## src/hold_reg_pkg.sv

```systemverilog
// Summary of operation
// - Register values are scaled binary integers, engineering value times ten or hundred.
// - Written frequency values are divided by their scale factor for internal use; process values pass undivided.
// - Each register LSB equals its listed resolution; may be a fractional step.
// - Values wider than a register span two consecutive addresses.
// - Frequency command 0..4000, used only when source select picks network.
// - Process value 0..1000, used only when its source select picks network.
// - Monitors are read-only; command and process registers are read-write.
// - Output frequency monitor reports live frequency 0..4000.
// - Current monitor is filtered with 100 ms constant, 0..2000.
// - PID feedback is process value times scale factor, two words, 0..999900.
// - Input terminal states: five terminals on bits 0 to 4.
// - Output terminal states: first output bit 0, alarm relay bit 2.
// - Scaled frequency is frequency times scale constant, two words, 0..3996000.
// - Output voltage monitor reports 0..20000.
// - Run hours count whole hours in run mode, two words, 0..999999.
// - Trip counter counts trip events 0..65535.
// - Heatsink temperature reports 0..2000.
// - DC bus voltage reports 0..9999.
// - Thermal accumulation reports 0..1000.
package hold_reg_pkg;

  localparam logic [15:0] ADDR_FREQ_CMD    = 16'h0002;
  localparam logic [15:0] ADDR_DRIVE_STATE = 16'h0003;
  localparam logic [15:0] ADDR_PV_IN       = 16'h0005;
  localparam logic [15:0] ADDR_TRIP_CNT    = 16'h0011;
  localparam logic [15:0] ADDR_FREQ_NOW    = 16'h1002;
  localparam logic [15:0] ADDR_CURR_NOW    = 16'h1003;
  localparam logic [15:0] ADDR_ROT_DIR     = 16'h1004;
  localparam logic [15:0] ADDR_PID_HI      = 16'h1005;
  localparam logic [15:0] ADDR_PID_LO      = 16'h1006;
  localparam logic [15:0] ADDR_IN_TERM     = 16'h1007;
  localparam logic [15:0] ADDR_OUT_TERM    = 16'h1008;
  localparam logic [15:0] ADDR_SFREQ_HI    = 16'h1009;
  localparam logic [15:0] ADDR_SFREQ_LO    = 16'h100A;
  localparam logic [15:0] ADDR_VOLT_NOW    = 16'h100C;
  localparam logic [15:0] ADDR_RUN_HI      = 16'h100E;
  localparam logic [15:0] ADDR_RUN_LO      = 16'h100F;
  localparam logic [15:0] ADDR_PON_HI      = 16'h1010;
  localparam logic [15:0] ADDR_PON_LO      = 16'h1011;
  localparam logic [15:0] ADDR_HEATSINK    = 16'h116A;
  localparam logic [15:0] ADDR_DC_BUS      = 16'h116C;
  localparam logic [15:0] ADDR_THERMAL     = 16'h116D;

  localparam logic [15:0] FREQ_MAX    = 16'h0FA0;
  localparam logic [15:0] PV_MAX      = 16'h03E8;
  localparam logic [15:0] CURR_MAX    = 16'h07D0;
  localparam logic [15:0] VOLT_MAX    = 16'h4E20;
  localparam logic [15:0] TEMP_MAX    = 16'h07D0;
  localparam logic [15:0] DCBUS_MAX   = 16'h270F;
  localparam logic [15:0] THERM_MAX   = 16'h03E8;
  localparam logic [15:0] TRIP_MAX    = 16'hFFFF;
  localparam logic [31:0] PID_MAX     = 32'h000F_41DC;
  localparam logic [31:0] SFREQ_MAX   = 32'h003C_F960;
  localparam logic [31:0] HOURS_MAX   = 32'h000F_423F;
  localparam logic [15:0] RESET_WORD  = 16'h0000;

  localparam logic [7:0] FREQ_SRC_NETWORK = 8'h03;
  localparam logic [7:0] PV_SRC_NETWORK   = 8'h02;

  // Scale factor from network integer to internal whole units.
  localparam logic [7:0] FREQ_SCALE = 8'h0A;
  localparam logic [7:0] PV_SCALE   = 8'h0A;

  localparam int CLK_HZ        = 100_000_000;
  localparam int FILTER_TAU_MS = 100;
  localparam int FILTER_TICKS  = CLK_HZ / 1000 * FILTER_TAU_MS;
  localparam int SEC_PER_HOUR  = 3600;

  localparam int IN_TERM_BIT0  = 0;
  localparam int OUT_TERM_BIT  = 0;
  localparam int ALARM_BIT     = 2;

  typedef enum logic [3:0]
  {
    ST_INITIAL   = 4'h0,
    ST_STOP      = 4'h2,
    ST_RUN       = 4'h3,
    ST_COAST     = 4'h4,
    ST_JOG       = 4'h5,
    ST_DC_BRAKE  = 4'h6,
    ST_RETRY     = 4'h7,
    ST_TRIP      = 4'h8,
    ST_UNDERVOLT = 4'h9
  } drive_state_t;

  typedef struct packed
  {
    logic        valid;
    logic        write;
    logic [15:0] addr;
    logic [15:0] wdata;
  } reg_req_t;

  typedef struct packed
  {
    logic        valid;
    logic        error;
    logic [15:0] rdata;
  } reg_rsp_t;

  typedef struct packed
  {
    logic [15:0] freq;
    logic [15:0] current;
    logic [1:0]  direction;
    logic [15:0] voltage;
    logic [15:0] heatsink;
    logic [15:0] dc_bus;
    logic [15:0] thermal;
    logic [4:0]  in_terms;
    logic        out_term;
    logic        alarm_relay;
    logic [3:0]  state;
    logic        trip_event;
    logic        running;
    logic        second_tick;
  } drive_mon_t;

endpackage

```

## src/hold_reg_bank.sv

```systemverilog
`timescale 1ns/1ps
module drive_network_holding_registers
  import hold_reg_pkg::*;
(
  input  wire logic        clk,
  input  wire logic        sys_rst,
  input  wire reg_req_t    req,
  input  wire drive_mon_t  mon,
  input  wire logic [7:0]  frequency_source_select,
  input  wire logic [7:0]  process_value_source_select,
  input  wire logic [15:0] process_scale_factor,
  input  wire logic [15:0] frequency_scale_constant,
  input  wire logic [15:0] local_freq_cmd,
  input  wire logic [15:0] sensor_process_value,
  output reg_rsp_t         rsp,
  output logic [15:0]      freq_target_hz,
  output logic [15:0]      process_variable,
  output logic [15:0]      freq_target_raw
);

  //////////////////////////////////////////////////////////////////////////////
  // Writable registers.
  logic [15:0] freq_cmd_r;
  logic [15:0] pv_in_r;
  logic        wr_freq;
  logic        wr_pv;

  assign wr_freq = req.valid && req.write && req.addr == ADDR_FREQ_CMD;
  assign wr_pv   = req.valid && req.write && req.addr == ADDR_PV_IN;

  // Values outside the listed range are refused and the old value is kept.
  always_ff @(posedge clk)
  begin
    if (sys_rst)
      freq_cmd_r <= RESET_WORD;
    else if (wr_freq && req.wdata <= FREQ_MAX)
      freq_cmd_r <= req.wdata;
  end

  always_ff @(posedge clk)
  begin
    if (sys_rst)
      pv_in_r <= RESET_WORD;
    else if (wr_pv && req.wdata <= PV_MAX)
      pv_in_r <= req.wdata;
  end

  //////////////////////////////////////////////////////////////////////////////
  // Source selection and descaling of network values.
  logic [15:0] freq_sel;
  logic [15:0] pv_sel;

  assign freq_sel = (frequency_source_select == FREQ_SRC_NETWORK) ?
                    freq_cmd_r : local_freq_cmd;
  assign pv_sel = (process_value_source_select == PV_SRC_NETWORK) ?
                  pv_in_r : sensor_process_value;

  // Division by a constant folds into a small multiplier; whole units only.
  always_ff @(posedge clk)
  begin
    if (sys_rst)
    begin
      freq_target_raw  <= RESET_WORD;
      freq_target_hz   <= RESET_WORD;
      process_variable <= RESET_WORD;
    end
    else
    begin
      freq_target_raw  <= freq_sel;
      freq_target_hz   <= freq_sel / {8'h00, FREQ_SCALE};
      process_variable <= pv_sel;
    end
  end

  //////////////////////////////////////////////////////////////////////////////
  // Current filter: first-order low pass, updated once per millisecond.
  localparam int MS_TICKS = CLK_HZ / 1000;
  logic [16:0] ms_cnt_r;
  logic        ms_tick;
  logic [23:0] curr_acc_r;
  logic [15:0] curr_in;
  logic [23:0] curr_acc_nxt;

  assign ms_tick = ms_cnt_r == 17'(MS_TICKS - 1);
  assign curr_in = (mon.current > CURR_MAX) ? CURR_MAX : mon.current;

  always_ff @(posedge clk)
  begin
    if (sys_rst || ms_tick)
      ms_cnt_r <= 17'h0_0000;
    else
      ms_cnt_r <= ms_cnt_r + 17'h0_0001;
  end

  // Accumulator holds 128 times the output; step 1/128 approximates 1 ms/100 ms.
  assign curr_acc_nxt = curr_acc_r + {8'h00, curr_in}
                        - {7'h00, curr_acc_r[23:7]};

  always_ff @(posedge clk)
  begin
    if (sys_rst)
      curr_acc_r <= 24'h00_0000;
    else if (ms_tick)
      curr_acc_r <= curr_acc_nxt;
  end

  //////////////////////////////////////////////////////////////////////////////
  // Products spanning two registers.
  logic [31:0] pid_prod;
  logic [31:0] sfreq_prod;
  logic [31:0] pid_r;
  logic [31:0] sfreq_r;

  assign pid_prod   = {16'h0000, pv_sel} * {16'h0000, process_scale_factor};
  assign sfreq_prod = {16'h0000, mon.freq}
                      * {16'h0000, frequency_scale_constant};

  always_ff @(posedge clk)
  begin
    if (sys_rst)
    begin
      pid_r   <= 32'h0000_0000;
      sfreq_r <= 32'h0000_0000;
    end
    else
    begin
      pid_r   <= (pid_prod > PID_MAX) ? PID_MAX : pid_prod;
      sfreq_r <= (sfreq_prod > SFREQ_MAX) ? SFREQ_MAX : sfreq_prod;
    end
  end

  //////////////////////////////////////////////////////////////////////////////
  // Hour counters and trip counter.
  logic [11:0] run_sec_r;
  logic [11:0] pon_sec_r;
  logic [31:0] run_hours_r;
  logic [31:0] pon_hours_r;
  logic [15:0] trip_cnt_r;

  always_ff @(posedge clk)
  begin
    if (sys_rst)
    begin
      run_sec_r   <= 12'h000;
      run_hours_r <= 32'h0000_0000;
    end
    else if (mon.second_tick && mon.running)
    begin
      if (run_sec_r == 12'(SEC_PER_HOUR - 1))
      begin
        run_sec_r <= 12'h000;
        if (run_hours_r < HOURS_MAX)
          run_hours_r <= run_hours_r + 32'h0000_0001;
      end
      else
        run_sec_r <= run_sec_r + 12'h001;
    end
  end

  always_ff @(posedge clk)
  begin
    if (sys_rst)
    begin
      pon_sec_r   <= 12'h000;
      pon_hours_r <= 32'h0000_0000;
    end
    else if (mon.second_tick)
    begin
      if (pon_sec_r == 12'(SEC_PER_HOUR - 1))
      begin
        pon_sec_r <= 12'h000;
        if (pon_hours_r < HOURS_MAX)
          pon_hours_r <= pon_hours_r + 32'h0000_0001;
      end
      else
        pon_sec_r <= pon_sec_r + 12'h001;
    end
  end

  // Saturates rather than wrapping so a flood of trips stays visible.
  always_ff @(posedge clk)
  begin
    if (sys_rst)
      trip_cnt_r <= RESET_WORD;
    else if (mon.trip_event && trip_cnt_r != TRIP_MAX)
      trip_cnt_r <= trip_cnt_r + 16'h0001;
  end

  //////////////////////////////////////////////////////////////////////////////
  // Read mux and response.
  function automatic logic [15:0] clip(input logic [15:0] v,
                                       input logic [15:0] m);
    clip = (v > m) ? m : v;
  endfunction

  logic [15:0] rd_data;
  logic        rd_hit;

  always_comb
  begin
    rd_hit  = 1'b1;
    rd_data = RESET_WORD;
    case (req.addr)
      ADDR_FREQ_CMD:    rd_data = freq_cmd_r;
      ADDR_DRIVE_STATE: rd_data = {12'h000, mon.state};
      ADDR_PV_IN:       rd_data = pv_in_r;
      ADDR_TRIP_CNT:    rd_data = trip_cnt_r;
      ADDR_FREQ_NOW:    rd_data = clip(mon.freq, FREQ_MAX);
      ADDR_CURR_NOW:    rd_data = clip(curr_acc_r[22:7], CURR_MAX);
      ADDR_ROT_DIR:     rd_data = {14'h0000, mon.direction};
      ADDR_PID_HI:      rd_data = pid_r[31:16];
      ADDR_PID_LO:      rd_data = pid_r[15:0];
      ADDR_IN_TERM:     rd_data = {11'h000, mon.in_terms};
      ADDR_OUT_TERM:    rd_data = {13'h0000, mon.alarm_relay, 1'b0,
                                   mon.out_term};
      ADDR_SFREQ_HI:    rd_data = sfreq_r[31:16];
      ADDR_SFREQ_LO:    rd_data = sfreq_r[15:0];
      ADDR_VOLT_NOW:    rd_data = clip(mon.voltage, VOLT_MAX);
      ADDR_RUN_HI:      rd_data = run_hours_r[31:16];
      ADDR_RUN_LO:      rd_data = run_hours_r[15:0];
      ADDR_PON_HI:      rd_data = pon_hours_r[31:16];
      ADDR_PON_LO:      rd_data = pon_hours_r[15:0];
      ADDR_HEATSINK:    rd_data = clip(mon.heatsink, TEMP_MAX);
      ADDR_DC_BUS:      rd_data = clip(mon.dc_bus, DCBUS_MAX);
      ADDR_THERMAL:     rd_data = clip(mon.thermal, THERM_MAX);
      default:          rd_hit  = 1'b0;
    endcase
  end

  logic wr_ok;
  assign wr_ok = (wr_freq && req.wdata <= FREQ_MAX) ||
                 (wr_pv && req.wdata <= PV_MAX);

  // A write to any monitor or unmapped address answers with error.
  always_ff @(posedge clk)
  begin
    if (sys_rst)
      rsp <= '0;
    else
    begin
      rsp.valid <= req.valid;
      rsp.error <= req.valid && (req.write ? !wr_ok : !rd_hit);
      rsp.rdata <= (req.valid && !req.write) ? rd_data : RESET_WORD;
    end
  end

endmodule

```

## config.mk

```make
export PLATFORM = sky130hd
export DESIGN_NAME = drive_network_holding_registers
export DESIGN_NICKNAME = d
export VERILOG_FILES = /design/src/hold_reg_pkg.sv /design/src/hold_reg_bank.sv
export SDC_FILE = /design/constraint.sdc
export NUM_CORES = 2
export LEC_CHECK = 0
export ABC_AREA = 1
export BUFFER_PORTS_ARGS = -buffer_cell sky130_fd_sc_hd__clkbuf_2
export CAP_MARGIN = 30
export CORE_MARGIN = 1.5
export CORE_UTILIZATION = 40
export DETAILED_ROUTE_END_ITERATION = 8
export PLACE_DENSITY_LB_ADDON = 0.15
export SYNTH_ARGS = -nofsm -noshare
export SYNTH_HDL_FRONTEND = slang
export SYNTH_SLANG_ARGS = --single-unit
```

## constraint.sdc

```tcl
create_clock -name clk -period 16.3 [get_ports clk]
set_input_delay 1.63 -clock clk [delete_from_list [all_inputs] [get_ports clk]]
set_output_delay 1.63 -clock clk [all_outputs]
set_load 0.005 [all_outputs]
```

Word-level counts from Yosys, hierarchy flattened:

Index checks and enable logic that the tools add are counted.

* input port bits: 228
* register bits after elaboration: 307
* memory bits (writable): 0
* latch bits: 0
* memories: 0
* logic and storage cells: 107
* ROM bits: 0

* equal/unequal tests: 27
* shifts and indexed selects: 0
* reduce and logical (&&, ||, !) cells: 20
* divide/modulo/power cells: 1
* bitwise operators: 1
* add/sub/neg operators: 8
* multiplexer cells: 16
* order comparisons: 13
* $mul: 2

Operators with widths (count)
* 16-bit one-hot mux with 21 select lines: 1
* 16-bit by 13-bit == test with 1-bit output, second input constant: 17
* 16-bit two-way mux: 9
* 32-bit by 1-bit adder with 32-bit output, second input constant: 2
* 32-bit by 20-bit < comparator with 1-bit output, second input constant: 2
* 16-bit by 16-bit multiplier with 32-bit output: 2
* 16-bit by 11-bit greater-than comparator with 1-bit output, second input constant: 3
* 16-bit by 2-bit == test with 1-bit output, second input constant: 2
* 32-bit by 20-bit greater-than comparator with 1-bit output, second input constant: 1
* 32-bit by 22-bit greater-than comparator with 1-bit output, second input constant: 1
* 12-bit by 1-bit adder with 12-bit output, second input constant: 2
* 24-bit by 16-bit adder with 24-bit output: 1
* 12-bit == test, second input constant: 2
* 12-bit two-way mux: 2
* 24-bit by 17-bit subtractor with 24-bit output: 1
* 22-bit two-way mux: 1
* 21-bit OR reduction: 1
* 20-bit two-way mux: 1
* 17-bit by 1-bit adder with 17-bit output, second input constant: 1
* 17-bit == test, second input constant: 1
* 16-bit by 1-bit adder with 16-bit output, second input constant: 1
* 16-bit by 4-bit divider with 16-bit output, second input constant: 1
* 16-bit by 3-bit == test with 1-bit output, second input constant: 1
* 16-bit by 5-bit == test with 1-bit output, second input constant: 1
* 15 further kinds: 31

Logic depth before layout (Yosys ltp):

* word-level depth: 7
* mapped depth: 62

Least setup slack after synthesis:

No wires, ideal clock.

* kind: input port to flip-flop
* start point: input process_value_source_select[2]
* end point: register pid_r[2]
* data required time: 16.167 ns
* path slack: 6.717 ns
* library setup time: 0.133 ns
* data arrival time: 9.451 ns
* buffers on the path: 3
* stages: 45
* cell sequence: nor4b_1 > nand2_1 > clkinv_1 > buf_1 > o21ai_1 > inv_1 > clkbuf_1 > nand2_1 > fa_1 > inv_1 > fa_1 > inv_1 > fa_1 > fa_1 > inv_1 > fa_1 > fa_1 > ha_1 > [... 9 more ...] > o21ai_0 > nand3_1 > nand2_1 > nand3_1 > nand2_1 > a31oi_1 > o21ai_0 > nand3_1 > nand2_1 > a21oi_1 > nor2_1 > nor2_1 > xor2_1 > nand4_1 > nor2_1 > o311a_1 > clkbuf_1 > a21oi_1

* longest elaborated chain between the ends: 5

RTL lines
* start: declaration: line hold_reg_bank.sv:10 `input wire logic [7:0] process_value_source_select,`
* 8-bit by 2-bit == test with 1-bit output (*): line hold_reg_bank.sv:55 `assign pv_sel = (process_value_source_select == PV_SRC_NETWORK) ?`
* 16-bit two-way mux (*): line hold_reg_bank.sv:55
* 16-bit by 16-bit multiplier with 32-bit output (*): line hold_reg_bank.sv:114 `assign pid_prod = {16'h0000, pv_sel} * {16'h0000, process_scale_factor};`
* 32-bit by 20-bit greater-than comparator with 1-bit output: line hold_reg_bank.sv:127 `pid_r <= (pid_prod > PID_MAX) ? PID_MAX : pid_prod;`
* 20-bit two-way mux (*): line hold_reg_bank.sv:127
* end signal: assignment: line hold_reg_bank.sv:127
* end: declaration: line hold_reg_bank.sv:111 `logic [31:0] pid_r;`

Every way passes the cells marked *; elsewhere a longest branch is shown, timed or not.
A chain may end at the register's enable or synchronous reset.

Worst setup path after layout:

* start point: input process_value_source_select[1]
* end point: register pid_r[0]

* longest elaborated chain between the ends: 5

RTL lines (line)
* 8-bit by 2-bit == test with 1-bit output (*): hold_reg_bank.sv:55
* 16-bit two-way mux (*): hold_reg_bank.sv:55
* 16-bit by 16-bit multiplier with 32-bit output (*): hold_reg_bank.sv:114
* 32-bit by 20-bit greater-than comparator with 1-bit output: hold_reg_bank.sv:127
* 2-bit OR reduction (no line)

Marks and branches as above.

==> flow_summary.yaml <==
timing:
  finalCritPeriodShare_pct: 69.3
  fin_ws_ns: 5.00
  fmax_mhz: 88.5
  hold_viol: 0
  tightest_slew_ns: 1.05
  slew_viol_final: 0
  finalSetupViolations: 0
  skew_ns: 0.0305
  grt_setup_unrepaired: "false"
  maxSlewHeadroom_pct: 29.6
  period_minus_slack_ns: 11.30
  fin_setup_tns_ns: 0
power_and_ir_drop:
  p_leak_nw: 18.1
  p_int_mw: 2.98
  finalPower_mw: 5.96
  ir_drop_mv: 0.211
  p_per_area_nw_per_um2: 168
  p_clk_share_pct: 14.6
  pwr-share-seq_pct: 13.1
  p_sw_share_pct: 50.1
  power.switching_mw: 2.99
  power_frac_comb_pct: 72.3
cts:
  root_buffer: "clkbuf_16"
  numCtsBuffers: 38
  clkTransAtPathRegs_ns: 0.06
  clk_path_buf_depth: 3
  cts.sinks: 304
  post-cts-setup-buffer-count: 0
  cts_tree: "built"
  cts_hold_buf: 0
  cts_resized: 0
  cts-htree-levels: 2
  clk_latency_ns: 0.58
synthesis:
  synthFlopType: "dfxtp_1"
  synth_cell_types: 64
  synth_edf_count: 0
  synthArstFlopShare_pct: 0
  synth_top_area_share_pct: 25.5
  synth_warnings: 0
  ys_ff_latch: 304
  yosysTopAreaCell: "fa_1"
  yosysMostFrequentCell: "inv_1"
  avgSynthCellArea_um2: 7.58
  synth_area_leaders: "fa_1, dfxtp_1, inv_1, ha_1, nand2_1"
  mappedNetlistArea_um2: 31800
  synth_cells: 4188
  ys_seq_area_share_pct: 19.2
  synth_common_cells: "inv_1, nand2_1, fa_1"
placement:
  io_buffers: 290
  placed_area_um2: 34200
  dp_hpwl_mm: 83.7
  place_worst_setup_slack_ns: 4.48
  place_congestion: 0.962
detailed_routing:
  num_vias: 27800
  drc: 0
  routedWlPerCell_um: 18.9
  drt.antenna.violating_nets: 0
  initialDrtViolationCount: 2135
  first_pass_iters: 6
  drt-total-wl_mm: 104
  avgViaCountPerCell: 5.06
global_routing:
  gr-usage-all-layers_pct: 25.5
  grt_pass1_wl_mm: 159
  grt_max_degree: 71
  grt_overflow: 0
  grt_pass1_vias: 27700
  antenna_found_initial: 14
setup_path:
  cp_common_cell: "nand2_1"
  cp_max_fo: 28
  crit_start: "process_value_source_select[1]"
  reg2reg_from: "pv_in_r[9]"
  reg2reg_slack_ns: 6.90
  timing.rr.end: "pid_r[0]"
  startpoint_type: "input port"
  slowest_delay_ns: 0.65
  slowest_stage: "clkinv_1"
  cp_data_required_time_ns: 16.77
  endpoint_kind: "flop"
  rr_worst_depth: 40
  critPathArrivalTime_ns: 11.77
  critPathKind: "input port to flop"
die:
  rows: 103
  die_y_um: 285
  die_w_um: 285
  core_um2: 78700
  die-area_um2: 81100
  initial_core_util_pct: 40.3
  ios: 294
layout:
  stdcell_area_um2: 35500
  syn_to_final_growth_pct: 11.8
  n_fill_cell: 8081
  fin_nets: 5295
  multi_input_comb_area_um2: 21500
  drive_above_1_share_pct: 10.4
  regArea_um2: 6090
hold_path:
  hold_path_end: "run_hours_r[27]"
  holdPathStages: 2
  hp-start: "run_hours_r[27]"
  hold_path.class: "flop to flop"
run_status:
  status: "finished clean"
flow_run:
  drv_cap: 0
==> final cells by class <==
cell class	instances	share of cell area (%)
multi-input cells	2780	60.6
flip-flops and latches	304	17.1
inverters	984	10.4
repair buffers	312	4.58
well taps	1050	3.70
clock buffers	50	2.92
clock inverters	18	0.687
diodes	1	0.00705
==> power groups by stage <==
stage / registers (mW) / logic [mW] / clock network (mW)
6_report: 0.782 / 4.31 / 0.872
5_1_grt: 0.783 / 4.92 / 0.922
4_1_cts: 0.782 / 4.37 / 0.892
3_5_place_dp: 0.798 / 4.32 / 0
3_3_place_gp: 0.798 / 4.30 / 0
2_1_floorplan: 0.795 / 3.27 / 0
==> routing by layer <==
layer / routed length [µm] / vias up / GRT usage (%)
met5: 189 / - / 0.640
met4: 4240 / 20 / 9.81
met3: 8000 / 207 / 5.10
met2: 46600 / 986 / 41.1
met1: 44700 / 13300 / 33.5
li1: - / 13400 / -
==> layout by cell type (no fill, tap or decap), types with 10 or more instances in the layout <==
cell / instances
inv_2: 15
nand4_1: 45
o21ai_1: 20
nand3_1: 120
o211ai_1: 10
o21a_1: 10
dfxtp_1: 304
xor2_1: 47
nor4_1: 26
o22ai_1: 26
nor2_1: 370
nand2_1: 745
clkbuf_2: 290
a21oi_1: 207
ha_1: 243
inv_1: 963
a221oi_1: 30
clkbuf_16: 38
o21ai_0: 150
a41oi_1: 15
nor3_1: 72
o32ai_1: 10
buf_4: 18
xnor2_1: 26
nand2_2: 44
conb_1: 30
fa_1: 404
==> logic make-up (layout without fill, tap and decap cells) <==
logic type / Yosys count / in the layout / share of synthesized area [%]
muxes: 2 / 2 / 0.0630
DFF: 304 / 304 / 19.2
xor gates and xnor gates: 73 / 73 / 2.01
adders and majority gates: 647 / 647 / 35.0
AOI/OAI and AO/OA: 555 / 555 / 10.4
other: 2 / 31 / 0.0236
buffers and inverters: 1132 / 1364 / 13.5
and+or+nand+nor: 1473 / 1473 / 19.8
==> state kept, by name (all words and copies together), names as in the netlist, 17 cells and up <==
register and flops:
curr_acc_r 24, rsp 18, ms_cnt_r 17, pid_r 32
pon_hours_r 32, sfreq_r 32, run_hours_r 32
==> through the flow <==
step                util (%)  hold WS (ns)  cells
floorplan                  -         0.416   4216
detailed placement      43.5         0.434   5429
global route            45.1         0.465   5498
CTS                     45.1         0.443   5497
global placement        43.4         0.430   5425
finish                  45.1         0.442   5499
==> worst max-delay path, delay by kind of cell <==
kind	cells	cell delay, ns
compound gates	11	2.61
simple gates	21	3.21
buf+inv	6	1.23
fa+ha+maj	7	2.93
xor+xnor	1	0.13
==> worst max path at each step <==
stage                           to  depth (start not counted)
after floorplan           pid_r[2]                         45
after global placement    pid_r[0]                         47
after detailed placement  pid_r[0]                         46
after CTS                 pid_r[0]                         46
after global routing      pid_r[0]                         45
final                     pid_r[0]                         46
Note: power is estimated with default switching activity, not from simulation.
